--- src/design/uls_defines.svh ---
// bit positions, reset values and counts for the line and modem status block
`ifndef ULS_DEFINES_SVH
`define ULS_DEFINES_SVH

// ----------------------------------------------------------------------
// line status bit positions
// ----------------------------------------------------------------------
`define ULS_LSR_DATA_READY   0
`define ULS_LSR_OVERRUN      1
`define ULS_LSR_PARITY       2
`define ULS_LSR_FRAMING      3
`define ULS_LSR_BREAK        4
`define ULS_LSR_THR_EMPTY    5
`define ULS_LSR_TX_EMPTY     6
`define ULS_LSR_FIFO_ERR     7

// ----------------------------------------------------------------------
// modem status bit positions
// ----------------------------------------------------------------------
`define ULS_MSR_DELTA_CTS    0
`define ULS_MSR_DELTA_DSR    1
`define ULS_MSR_DELTA_RI     2
`define ULS_MSR_DELTA_CD     3
`define ULS_MSR_CTS          4
`define ULS_MSR_DSR          5
`define ULS_MSR_RI           6
`define ULS_MSR_CD           7

// ----------------------------------------------------------------------
// receive fifo entry layout: data in [7:0], tags above
// ----------------------------------------------------------------------
`define ULS_TAG_PARITY       8
`define ULS_TAG_FRAMING      9
`define ULS_TAG_BREAK        10
`define ULS_ENTRY_WIDTH      11

// ----------------------------------------------------------------------
// reset values and counts
// ----------------------------------------------------------------------
`define ULS_LSR_RESET        8'h00
`define ULS_MSR_RESET        8'h00
`define ULS_BREAK_CHAR       8'h00
`define ULS_FIFO_DEPTH       64
`define ULS_BREAK_FRAME_TICKS 160

`endif

--- src/design/uls_pkg.sv ---
// types shared by the line and modem status block
package uls_pkg;

    // break detector states
    typedef enum logic [1:0] {
        BK_IDLE  = 2'b00,
        BK_COUNT = 2'b01,
        BK_HELD  = 2'b10
    } uls_break_e;

    typedef logic [7:0] uls_byte_t;

endpackage

--- src/design/uls_sync.sv ---
// two-stage synchroniser for pin inputs
`timescale 1ns/1ps

module uls_sync #(
    parameter int               WIDTH     = 1,
    parameter logic [WIDTH-1:0] RESET_VAL = '1
) (
    // clock and reset
    input  wire logic             clock,
    input  wire logic             reset,
    // pins in, synchronised out
    input  wire logic [WIDTH-1:0] pinIn,
    output logic      [WIDTH-1:0] syncOut
);

    logic [WIDTH-1:0] stage1_ff;

    // pins idle high, so reset to the inactive level
    always_ff @(posedge clock) begin
        if (reset) begin
            stage1_ff <= RESET_VAL;
            syncOut   <= RESET_VAL;
        end else begin
            stage1_ff <= pinIn;
            syncOut   <= stage1_ff;
        end
    end

endmodule

--- src/design/uls_break_det.sv ---
// break detector: receive line low for a whole character frame
`timescale 1ns/1ps
`include "uls_defines.svh"

module uls_break_det #(
    parameter int FRAME_TICKS = `ULS_BREAK_FRAME_TICKS
) (
    // clock and reset
    input  wire logic clock,
    input  wire logic reset,
    // sampling
    input  wire logic baudTick,
    input  wire logic rxLine,
    // result
    output logic      breakPulse_ff
);
    import uls_pkg::*;

    localparam int CW = $clog2(FRAME_TICKS + 1);

    uls_break_e    state_ff;
    logic [CW-1:0] lowCount_ff;
    logic          frameDone;

    assign frameDone = baudTick && !rxLine &&
                       (lowCount_ff == CW'(FRAME_TICKS - 1));

    // --------------------------------------------------------------
    // state and low-time counter
    // --------------------------------------------------------------
    always_ff @(posedge clock) begin
        if (reset) begin
            state_ff    <= BK_IDLE;
            lowCount_ff <= '0;
        end else begin
            unique case (state_ff)
                BK_IDLE: begin
                    lowCount_ff <= '0;
                    if (!rxLine) begin
                        state_ff <= BK_COUNT;
                    end
                end
                BK_COUNT: begin
                    if (rxLine) begin
                        state_ff <= BK_IDLE;
                    end else if (frameDone) begin
                        state_ff <= BK_HELD;
                    end else if (baudTick) begin
                        lowCount_ff <= lowCount_ff + CW'(1);
                    end
                end
                BK_HELD: begin
                    // one break per low stretch; wait for the line to rise
                    if (rxLine) begin
                        state_ff <= BK_IDLE;
                    end
                end
                default: begin
                    state_ff <= BK_IDLE;
                end
            endcase
        end
    end

    always_ff @(posedge clock) begin
        if (reset) begin
            breakPulse_ff <= 1'b0;
        end else begin
            breakPulse_ff <= (state_ff == BK_COUNT) && frameDone;
        end
    end

    // --------------------------------------------------------------
    // checks
    // --------------------------------------------------------------
    property p_break_frame;
        @(posedge clock) disable iff (reset)
        (state_ff == BK_COUNT && frameDone) |=> breakPulse_ff ##1
            !breakPulse_ff;
    endproperty
    a_break_frame: assert property (p_break_frame)
        else $error("break not flagged after a full low frame");

endmodule

--- src/design/uls_line_modem_status.sv ---
// line status and modem status for one uart channel
//
// Contract
// - fifo error flag high while any tagged character sits in rx fifo
// - transmitter empty only when holding and shift registers are empty
// - holding empty flag follows an empty tx holding register
// - line low a full frame stores 0x00 tagged as break
// - framing bit shows the tag of the next character to read
// - parity bit shows the tag of the next character to read
// - overrun flag set on overrun, zero after reset
// - data ready while at least one character is stored
// - every fifo entry keeps its three tags; status shows the oldest
// - clear-to-send bit is the inverse of the active-low input
// - carrier bit is the inverse of its pin when that pin is selected
// - ring bit is the inverse of its pin when that pin is selected
// - dsr bit is the inverse of its pin when that pin is selected
// - cd, dsr, cts change flags latch either edge, clear on read
// - ring change flag latches only on pin low to high, clears on read
// - loopback routes rts/dtr into cts/dsr and tx into rx
`timescale 1ns/1ps
`include "uls_defines.svh"

module uls_line_modem_status #(
    parameter int DEPTH       = `ULS_FIFO_DEPTH,
    parameter int FRAME_TICKS = `ULS_BREAK_FRAME_TICKS
) (
    // clock and reset
    input  wire logic           clock,
    input  wire logic           reset,
    // receiver character port
    input  wire logic           rxCharValid,
    input  wire uls_pkg::uls_byte_t rxCharData,
    input  wire logic           rxParityErr,
    input  wire logic           rxFramingErr,
    input  wire logic           baudTick,
    // transmitter state
    input  wire logic           txHoldEmpty,
    input  wire logic           txShiftEmpty,
    input  wire logic           txSerial,
    // serial receive pin and line after loopback
    input  wire logic           rxPin,
    output logic                rxLine_ff,
    // modem handshake pins, active low
    input  wire logic           ctsN,
    input  wire logic           dsrN,
    input  wire logic           cdN,
    input  wire logic           riN,
    // configuration from modem control and io config
    input  wire logic           loopbackEn,
    input  wire logic           rtsCtl,
    input  wire logic           dtrCtl,
    input  wire logic           cdPinSel,
    input  wire logic           riPinSel,
    input  wire logic           dsrPinSel,
    // host reads
    input  wire logic           lineStatusRead,
    input  wire logic           modemStatusRead,
    input  wire logic           rxHoldRead,
    output uls_pkg::uls_byte_t  lineStatus_ff,
    output uls_pkg::uls_byte_t  modemStatus_ff,
    output uls_pkg::uls_byte_t  rxHoldData_ff
);
    import uls_pkg::*;

    localparam int AW = $clog2(DEPTH);
    localparam int EW = `ULS_ENTRY_WIDTH;

    // ------------------------------------------------------------------
    // pin synchronisers
    // ------------------------------------------------------------------
    logic [4:0] pinSync;
    logic       ctsSyncN;
    logic       dsrSyncN;
    logic       cdSyncN;
    logic       riSyncN;
    logic       rxSync;

    uls_sync #(
        .WIDTH     (5),
        .RESET_VAL (5'h1F)
    ) u_sync (
        .clock   (clock),
        .reset   (reset),
        .pinIn   ({rxPin, riN, cdN, dsrN, ctsN}),
        .syncOut (pinSync)
    );

    assign ctsSyncN = pinSync[0];
    assign dsrSyncN = pinSync[1];
    assign cdSyncN  = pinSync[2];
    assign riSyncN  = pinSync[3];
    assign rxSync   = pinSync[4];

    // ------------------------------------------------------------------
    // loopback of the serial line
    // ------------------------------------------------------------------
    always_ff @(posedge clock) begin
        if (reset) begin
            rxLine_ff <= 1'b1;
        end else begin
            rxLine_ff <= loopbackEn ? txSerial : rxSync;
        end
    end

    // ------------------------------------------------------------------
    // break detection on the looped line
    // ------------------------------------------------------------------
    logic breakPulse;

    uls_break_det #(
        .FRAME_TICKS (FRAME_TICKS)
    ) u_break (
        .clock         (clock),
        .reset         (reset),
        .baudTick      (baudTick),
        .rxLine        (rxLine_ff),
        .breakPulse_ff (breakPulse)
    );

    // ------------------------------------------------------------------
    // receive fifo with per-entry tags
    // ------------------------------------------------------------------
    logic [EW-1:0] fifoMem [DEPTH];
    logic [AW-1:0] wrPtr_ff;
    logic [AW-1:0] rdPtr_ff;
    logic [AW:0]   fillCount_ff;
    logic [AW:0]   errCount_ff;
    logic          fifoFull;
    logic          fifoEmpty;
    logic          charDone;
    logic          doPush;
    logic          doPop;
    logic [EW-1:0] pushEntry;
    logic [EW-1:0] headEntry;
    logic          pushTagged;
    logic          headTagged;

    assign fifoFull  = (fillCount_ff == (AW+1)'(DEPTH));
    assign fifoEmpty = (fillCount_ff == '0);
    assign doPop     = rxHoldRead && !fifoEmpty;
    assign charDone  = rxCharValid || breakPulse;
    // a pop in the same cycle frees the slot, so no overrun then
    assign doPush    = charDone && (!fifoFull || doPop);
    assign headEntry = fifoMem[rdPtr_ff];

    // a break outranks a receiver character in the same cycle
    always_comb begin
        if (breakPulse) begin
            pushEntry = '0;
            pushEntry[7:0] = `ULS_BREAK_CHAR;
            pushEntry[`ULS_TAG_BREAK] = 1'b1;
        end else begin
            pushEntry = '0;
            pushEntry[7:0] = rxCharData;
            pushEntry[`ULS_TAG_PARITY]  = rxParityErr;
            pushEntry[`ULS_TAG_FRAMING] = rxFramingErr;
        end
    end

    assign pushTagged = |pushEntry[EW-1:8];
    assign headTagged = |headEntry[EW-1:8];

    always_ff @(posedge clock) begin
        if (doPush) begin
            fifoMem[wrPtr_ff] <= pushEntry;
        end
    end

    always_ff @(posedge clock) begin
        if (reset) begin
            wrPtr_ff     <= '0;
            rdPtr_ff     <= '0;
            fillCount_ff <= '0;
        end else begin
            if (doPush) begin
                wrPtr_ff <= (wrPtr_ff == AW'(DEPTH - 1)) ? '0
                          : wrPtr_ff + AW'(1);
            end
            if (doPop) begin
                rdPtr_ff <= (rdPtr_ff == AW'(DEPTH - 1)) ? '0
                          : rdPtr_ff + AW'(1);
            end
            if (doPush && !doPop) begin
                fillCount_ff <= fillCount_ff + (AW+1)'(1);
            end else if (doPop && !doPush) begin
                fillCount_ff <= fillCount_ff - (AW+1)'(1);
            end
        end
    end

    // count of tagged entries still stored; avoids scanning all slots
    always_ff @(posedge clock) begin
        if (reset) begin
            errCount_ff <= '0;
        end else begin
            unique case ({doPush && pushTagged, doPop && headTagged})
                2'b10:   errCount_ff <= errCount_ff + (AW+1)'(1);
                2'b01:   errCount_ff <= errCount_ff - (AW+1)'(1);
                2'b00,
                2'b11:   errCount_ff <= errCount_ff;
            endcase
        end
    end

    // ------------------------------------------------------------------
    // overrun flag
    // ------------------------------------------------------------------
    logic overrun_ff;
    logic overrunEvent;

    assign overrunEvent = charDone && fifoFull && !doPop;

    // a new overrun in the read cycle survives the clear
    always_ff @(posedge clock) begin
        if (reset) begin
            overrun_ff <= 1'b0;
        end else begin
            overrun_ff <= (overrun_ff && !lineStatusRead)
                        || overrunEvent;
        end
    end

    // ------------------------------------------------------------------
    // line status and receive holding register
    // ------------------------------------------------------------------
    uls_byte_t nxt_lineStatus;

    always_comb begin
        nxt_lineStatus = `ULS_LSR_RESET;
        nxt_lineStatus[`ULS_LSR_DATA_READY] = !fifoEmpty;
        nxt_lineStatus[`ULS_LSR_OVERRUN]    = overrun_ff;
        nxt_lineStatus[`ULS_LSR_PARITY]     =
            !fifoEmpty && headEntry[`ULS_TAG_PARITY];
        nxt_lineStatus[`ULS_LSR_FRAMING]    =
            !fifoEmpty && headEntry[`ULS_TAG_FRAMING];
        nxt_lineStatus[`ULS_LSR_BREAK]      =
            !fifoEmpty && headEntry[`ULS_TAG_BREAK];
        nxt_lineStatus[`ULS_LSR_THR_EMPTY]  = txHoldEmpty;
        nxt_lineStatus[`ULS_LSR_TX_EMPTY]   =
            txHoldEmpty && txShiftEmpty;
        nxt_lineStatus[`ULS_LSR_FIFO_ERR]   = (errCount_ff != '0);
    end

    // tags and data of the same head entry are presented together, so
    // reading status first and the holding register next pairs them
    always_ff @(posedge clock) begin
        if (reset) begin
            lineStatus_ff <= `ULS_LSR_RESET;
            rxHoldData_ff <= 8'h00;
        end else begin
            lineStatus_ff <= nxt_lineStatus;
            rxHoldData_ff <= fifoEmpty ? 8'h00 : headEntry[7:0];
        end
    end

    // ------------------------------------------------------------------
    // modem input levels, active high after inversion
    // ------------------------------------------------------------------
    logic ctsLvl;
    logic dsrLvl;
    logic cdLvl;
    logic riLvl;

    // inputs are active low on the pins
    assign ctsLvl = loopbackEn ? rtsCtl : !ctsSyncN;
    assign dsrLvl = loopbackEn ? dtrCtl
                  : (dsrPinSel && !dsrSyncN);
    assign cdLvl  = cdPinSel && !cdSyncN;
    assign riLvl  = riPinSel && !riSyncN;

    // ------------------------------------------------------------------
    // change detection
    // ------------------------------------------------------------------
    logic ctsPrev_ff;
    logic dsrPrev_ff;
    logic cdPrev_ff;
    logic riPrev_ff;
    logic deltaCts_ff;
    logic deltaDsr_ff;
    logic deltaCd_ff;
    logic deltaRi_ff;

    always_ff @(posedge clock) begin
        if (reset) begin
            ctsPrev_ff <= 1'b0;
            dsrPrev_ff <= 1'b0;
            cdPrev_ff  <= 1'b0;
            riPrev_ff  <= 1'b0;
        end else begin
            ctsPrev_ff <= ctsLvl;
            dsrPrev_ff <= dsrLvl;
            cdPrev_ff  <= cdLvl;
            riPrev_ff  <= riLvl;
        end
    end

    // set wins over the clear of a status read in the same cycle
    always_ff @(posedge clock) begin
        if (reset) begin
            deltaCts_ff <= 1'b0;
            deltaDsr_ff <= 1'b0;
            deltaCd_ff  <= 1'b0;
            deltaRi_ff  <= 1'b0;
        end else begin
            deltaCts_ff <= (deltaCts_ff && !modemStatusRead)
                         || (ctsLvl != ctsPrev_ff);
            deltaDsr_ff <= (deltaDsr_ff && !modemStatusRead)
                         || (dsrLvl != dsrPrev_ff);
            deltaCd_ff  <= (deltaCd_ff && !modemStatusRead)
                         || (cdLvl != cdPrev_ff);
            // pin low to high is the status level falling
            deltaRi_ff  <= (deltaRi_ff && !modemStatusRead)
                         || (riPrev_ff && !riLvl);
        end
    end

    always_ff @(posedge clock) begin
        if (reset) begin
            modemStatus_ff <= `ULS_MSR_RESET;
        end else begin
            modemStatus_ff <= {cdLvl, riLvl, dsrLvl, ctsLvl,
                               deltaCd_ff, deltaRi_ff,
                               deltaDsr_ff, deltaCts_ff};
        end
    end

    // ------------------------------------------------------------------
    // checks
    // ------------------------------------------------------------------
    property p_fifo_err;
        @(posedge clock) disable iff (reset)
        (errCount_ff != '0) |=> lineStatus_ff[`ULS_LSR_FIFO_ERR];
    endproperty
    a_fifo_err: assert property (p_fifo_err)
        else $error("fifo error flag low while errors are stored");

    property p_tx_empty;
        @(posedge clock) disable iff (reset)
        !(txHoldEmpty && txShiftEmpty) |=>
            !lineStatus_ff[`ULS_LSR_TX_EMPTY];
    endproperty
    a_tx_empty: assert property (p_tx_empty)
        else $error("transmitter empty shown while data remains");

    property p_thr_empty;
        @(posedge clock) disable iff (reset)
        txHoldEmpty |=> lineStatus_ff[`ULS_LSR_THR_EMPTY];
    endproperty
    a_thr_empty: assert property (p_thr_empty)
        else $error("holding empty flag missing");

    property p_break_push;
        @(posedge clock) disable iff (reset)
        (breakPulse && fifoEmpty) |=> ##1
            (lineStatus_ff[`ULS_LSR_BREAK] && rxHoldData_ff == 8'h00);
    endproperty
    a_break_push: assert property (p_break_push)
        else $error("break character not stored with its tag");

    property p_overrun;
        @(posedge clock) disable iff (reset)
        overrunEvent |-> ##2 lineStatus_ff[`ULS_LSR_OVERRUN];
    endproperty
    a_overrun: assert property (p_overrun)
        else $error("overrun not reported");

    property p_data_ready;
        @(posedge clock) disable iff (reset)
        fifoEmpty |=> !lineStatus_ff[`ULS_LSR_DATA_READY];
    endproperty
    a_data_ready: assert property (p_data_ready)
        else $error("data ready shown with an empty fifo");

    property p_cts_level;
        @(posedge clock) disable iff (reset)
        (!loopbackEn && !ctsSyncN) |=> modemStatus_ff[`ULS_MSR_CTS];
    endproperty
    a_cts_level: assert property (p_cts_level)
        else $error("cts bit is not the inverse of the pin");

    property p_loop_rts;
        @(posedge clock) disable iff (reset)
        (loopbackEn && rtsCtl) |=> modemStatus_ff[`ULS_MSR_CTS];
    endproperty
    a_loop_rts: assert property (p_loop_rts)
        else $error("loopback rts not seen on cts bit");

    property p_delta_cts;
        @(posedge clock) disable iff (reset)
        (ctsLvl != ctsPrev_ff) |=> ##1 modemStatus_ff[`ULS_MSR_DELTA_CTS];
    endproperty
    a_delta_cts: assert property (p_delta_cts)
        else $error("cts change not latched");

    property p_delta_ri;
        @(posedge clock) disable iff (reset)
        (!riPrev_ff && riLvl && !deltaRi_ff) |=> !deltaRi_ff;
    endproperty
    a_delta_ri: assert property (p_delta_ri)
        else $error("ring change latched on the wrong edge");

    c_overrun:  cover property (@(posedge clock) disable iff (reset)
                                overrunEvent);
    c_break:    cover property (@(posedge clock) disable iff (reset)
                                breakPulse);
    c_msr_read: cover property (@(posedge clock) disable iff (reset)
                                deltaCd_ff && modemStatusRead);

endmodule

--- config.mk ---
export PLATFORM = sky130hd
export DESIGN_NAME = uls_line_modem_status
export DESIGN_NICKNAME = d
export VERILOG_FILES = /design/src/design/uls_pkg.sv /design/src/design/uls_sync.sv /design/src/design/uls_break_det.sv /design/src/design/uls_line_modem_status.sv
export VERILOG_INCLUDE_DIRS = /design/src /design/src/design
export SDC_FILE = /design/constraint.sdc
export NUM_CORES = 1
export LEC_CHECK = 0
export ABC_CLOCK_PERIOD_IN_PS = 4800
export BUFFER_PORTS_ARGS = -buffer_cell sky130_fd_sc_hd__clkbuf_2
export CAP_MARGIN = 30
export CORE_MARGIN = 1.5
export CORE_UTILIZATION = 45
export DETAILED_ROUTE_END_ITERATION = 8
export GPL_TIMING_DRIVEN = 1
export PLACE_DENSITY_LB_ADDON = 0.25
export SLEW_MARGIN = 25
export SYNTH_ARGS = -nofsm -noshare
export SYNTH_HDL_FRONTEND = slang
export SYNTH_SLANG_ARGS = --single-unit
--- constraint.sdc ---
create_clock -name clock -period 4.8 [get_ports clock]
set_input_delay 0 -clock clock [delete_from_list [all_inputs] [get_ports clock]]
set_output_delay 0 -clock clock [all_outputs]
set_load 0.005 [all_outputs]
==> impl_metrics.ini <==
[status]
outcome = finished, final reports clean

[logic_synthesis]
ys_types = 49
synthTopCellsByCount = edfxtp_1 (704), mux4_2 (221), nor2_1 (113)
ys_warn_count = 0
seq_area_frac_synth_pct = 75.17
syn_area_um2 = 30330
synth_edf_count = 704
synthArstFlopShare_pct = 0
ys.flop_type = edfxtp_1
yosysMostFrequentCell = edfxtp_1
synthTopCellsByArea = edfxtp_1 (70%), mux4_2 (16%), dfxtp_1 (5.5%)
yosys.area.top_type = edfxtp_1
avgSynthCellArea_um2 = 20.80
synth.net_count = 1506
netlist.area_leader.share_pct = 69.69
synth-seq-cells = 787
synth_cells = 1458

[cells_and_area]
fin_util_pct = 52.33
fillers = 5199
antennaDiodeCount = 0
drive_above_1_share_pct = 30.51
fin_nets = 1684
syn_to_final_growth_pct = 15.45
stdcell_count = 2574

[clocking]
clk_path_buf_depth = 3
post_cts_buffers = 0
clk-insertion-delay-late_ns = 0.61
hold_buffers = 32
cts.repair.resized = 0
cts_tree = done
cts.sinks = 787
clk_pin_slew_ns = 0.06
root_buffer = clkbuf_16
cts_buffers = 82
htree_levels = 3

[grt]
antenna_found_initial = 6
grt_max_degree = 65
grtUsageTotal_pct = 19.74
grt_pass1_wl_um = 99430
grt_pass1_vias = 14790
grt-ovfl-total = 0

[sta]
period_share_pct = 91.87
drv_slew = 0
finalHoldViolations = 0
setup_violations = 0
fin_skew_ns = 0.02362
worst_slew_pin_slew_ns = 0.9122
rsz0062_at_grt = no
tns_ns = 0
layout_min_cycle_time_ns = 4.410
fmax_ghz = 0.2268
setup_slack_ns = 0.3904
max_slew_margin_pct = 39.19

[floorplanning]
coreArea_um2 = 66920
ios = 56
die_w_um = 262.6
die_area_um2 = 68970
initial_core_util_pct = 45.33
die_h_um = 262.6
rows = 95

[worst_setup_path]
ff2ff_setup_slack_ns = 0.39
crit_required_ns = 5.34
cp_max_fo = 23
r2r_cells = 17
cp-endpoint = errCount_ff[6]
r2r-end = errCount_ff[6]
cp-start-kind = flip-flop
worstSetupEndpointType = flip-flop
criticalPathCategory = reg2reg
worstPathArrival_ns = 4.95

[routing]
drtAntennaViolNets = 0
vias_per_cell = 5.679
drc = 0
vias = 14620
drtIter0Drc = 1532
dr_wl_met2_um = 31670
routed_wirelength_um = 66940
wire_per_inst_um = 26.01
dr.max_layer_used = met5
dr_wl_met3_um = 4876
wl_met1_um = 28800
dr.pass1.iters = 5

[place]
hpwl_um = 41110
gp_congestion = 0.8044
place_ws_ns = 0.3764
numPortBuffers = 55
place_inst = 2392

[power_and_ir_drop]
total_power_w = 0.01688
ir_drop_mv = 0.3515
p_leak_nw = 11.16
p_per_area_nw_per_um2 = 481.9

[hold_path]
hold_class = in2reg

[job]
drv_cap = 0
-- critical path, cell delays in order, from the launching register on --
cell      delay (ns)
dfxtp_4         0.38
buf_12          0.21
buf_4           0.40
mux4_2          0.56
mux2i_1         0.18
a221oi_1        0.12
o21ai_1         0.15
nand3_1         0.09
o21a_1          0.25
ha_1            0.31
fa_1            0.44
a21o_1          0.19
a21oi_1         0.21
o21bai_1        0.08
a21oi_1         0.17
xor2_1          0.10
or3_1           0.31
a21oi_1         0.14
-- cell families after synthesis --
group / after synthesis / share of synthesized area (%)
flip-flops: 787 / 75.17
multiplexers: 235 / 16.87
buffers and inverters: 88 / 1.316
adder cells (fa/ha/maj): 17 / 0.7507
XOR/XNOR: 28 / 0.8085
AO/OA/AOI/OAI: 73 / 1.485
AND/OR/NAND/NOR: 230 / 3.593
-- per-stage QoR --
step	cell area [µm²]	hold WS (ns)
6_report	35020	0.1069
5_1_grt	35020	0.1331
4_1_cts	34980	0.06901
3_5_place_dp	32150	0.1899
3_3_place_gp	32090	0.1883
2_1_floorplan	30330	0.1038
-- power by group --
group          leakage, nW  internal, W  switching [W]
clock                 1.22      0.00346        0.00253
sequential            7.05      0.00760       0.000106
combinational         2.89      0.00155        0.00163
-- metal layers --
metal | GRT usage (%) | vias to the layer above
li1 | - | 6297
met1 | 28.23 | 7723
met2 | 30.62 | 490
met3 | 4.807 | 105
met4 | 5.217 | 4
met5 | 0 | -
-- sequential cells by signal, summed over array words and instances (netlist names), named ones only --
name / flops
u_break.lowCount_ff: 8
u_sync.stage1_ff: 5
lineStatus_ff: 8
deltaCts_ff: 1
rxLine_ff: 1
fifoMem: 704
overrun_ff: 1
rdPtr_ff: 6
u_break.breakPulse_ff: 1
cdPrev_ff: 1
u_sync.syncOut: 5
wrPtr_ff: 6
rxHoldData_ff: 8
u_break.state_ff: 2
deltaRi_ff: 1
deltaCd_ff: 1
modemStatus_ff: 7
fillCount_ff: 7
deltaDsr_ff: 1
errCount_ff: 7
-- cell usage in the layout (no fill, tap or decap), types with 4 or more instances in the layout --
cell type,Yosys,final
mux4_2,221,221
o21ai_0,8,8
buf_12,0,4
nor2_1,113,90
nor2_2,0,23
clkbuf_2,0,55
nand2b_1,4,4
edfxtp_1,704,704
o21a_1,5,5
nand4_1,5,5
a21oi_1,30,30
xnor2_1,13,13
or3_1,6,6
clkbuf_1,35,21
nor2b_1,35,25
dfxtp_4,0,4
nor2b_4,0,10
inv_1,14,14
nand2_1,26,26
clkinv_1,0,22
or2_2,14,14
nand3_1,8,8
buf_4,10,76
inv_6,0,4
xor2_1,15,15
bufinv_16,0,5
ha_1,15,15
dlygate4sd3_1,0,32
a22oi_1,4,4
clkbuf_16,0,83
dfxtp_1,83,78
clkinv_2,0,10
and2_1,4,4
a21o_1,5,5
mux2i_1,13,13
o21bai_1,6,5
-- final cells by class --
type                    instances  area (µm²)  share of cell area, %
flip-flops and latches        787       22820                  65.16
multi-input cells             583        7268                  20.76
inverters                      14       52.55                 0.1501
repair buffers                168        1274                  3.637
clock buffers                 105        2170                  6.196
well taps                     873        1092                  3.119
clock inverters                44       344.1                 0.9826
-- how the worst min path moves through the flow --
stage | startpoint | endpoint | slack, ns | cells after the start
final | rxCharValid | wrPtr_ff[1] | 0.11 | 6
after global routing | rxCharValid | wrPtr_ff[1] | 0.13 | 6
after CTS | rxCharValid | wrPtr_ff[1] | 0.07 | 6
after detailed placement | cdN | u_sync.stage1_ff[2] | 0.19 | 2
after global placement | cdN | u_sync.stage1_ff[2] | 0.19 | 2
after floorplan | ctsN | u_sync.stage1_ff[0] | 0.10 | 1
Note: power is estimated with default switching activity, not from simulation.
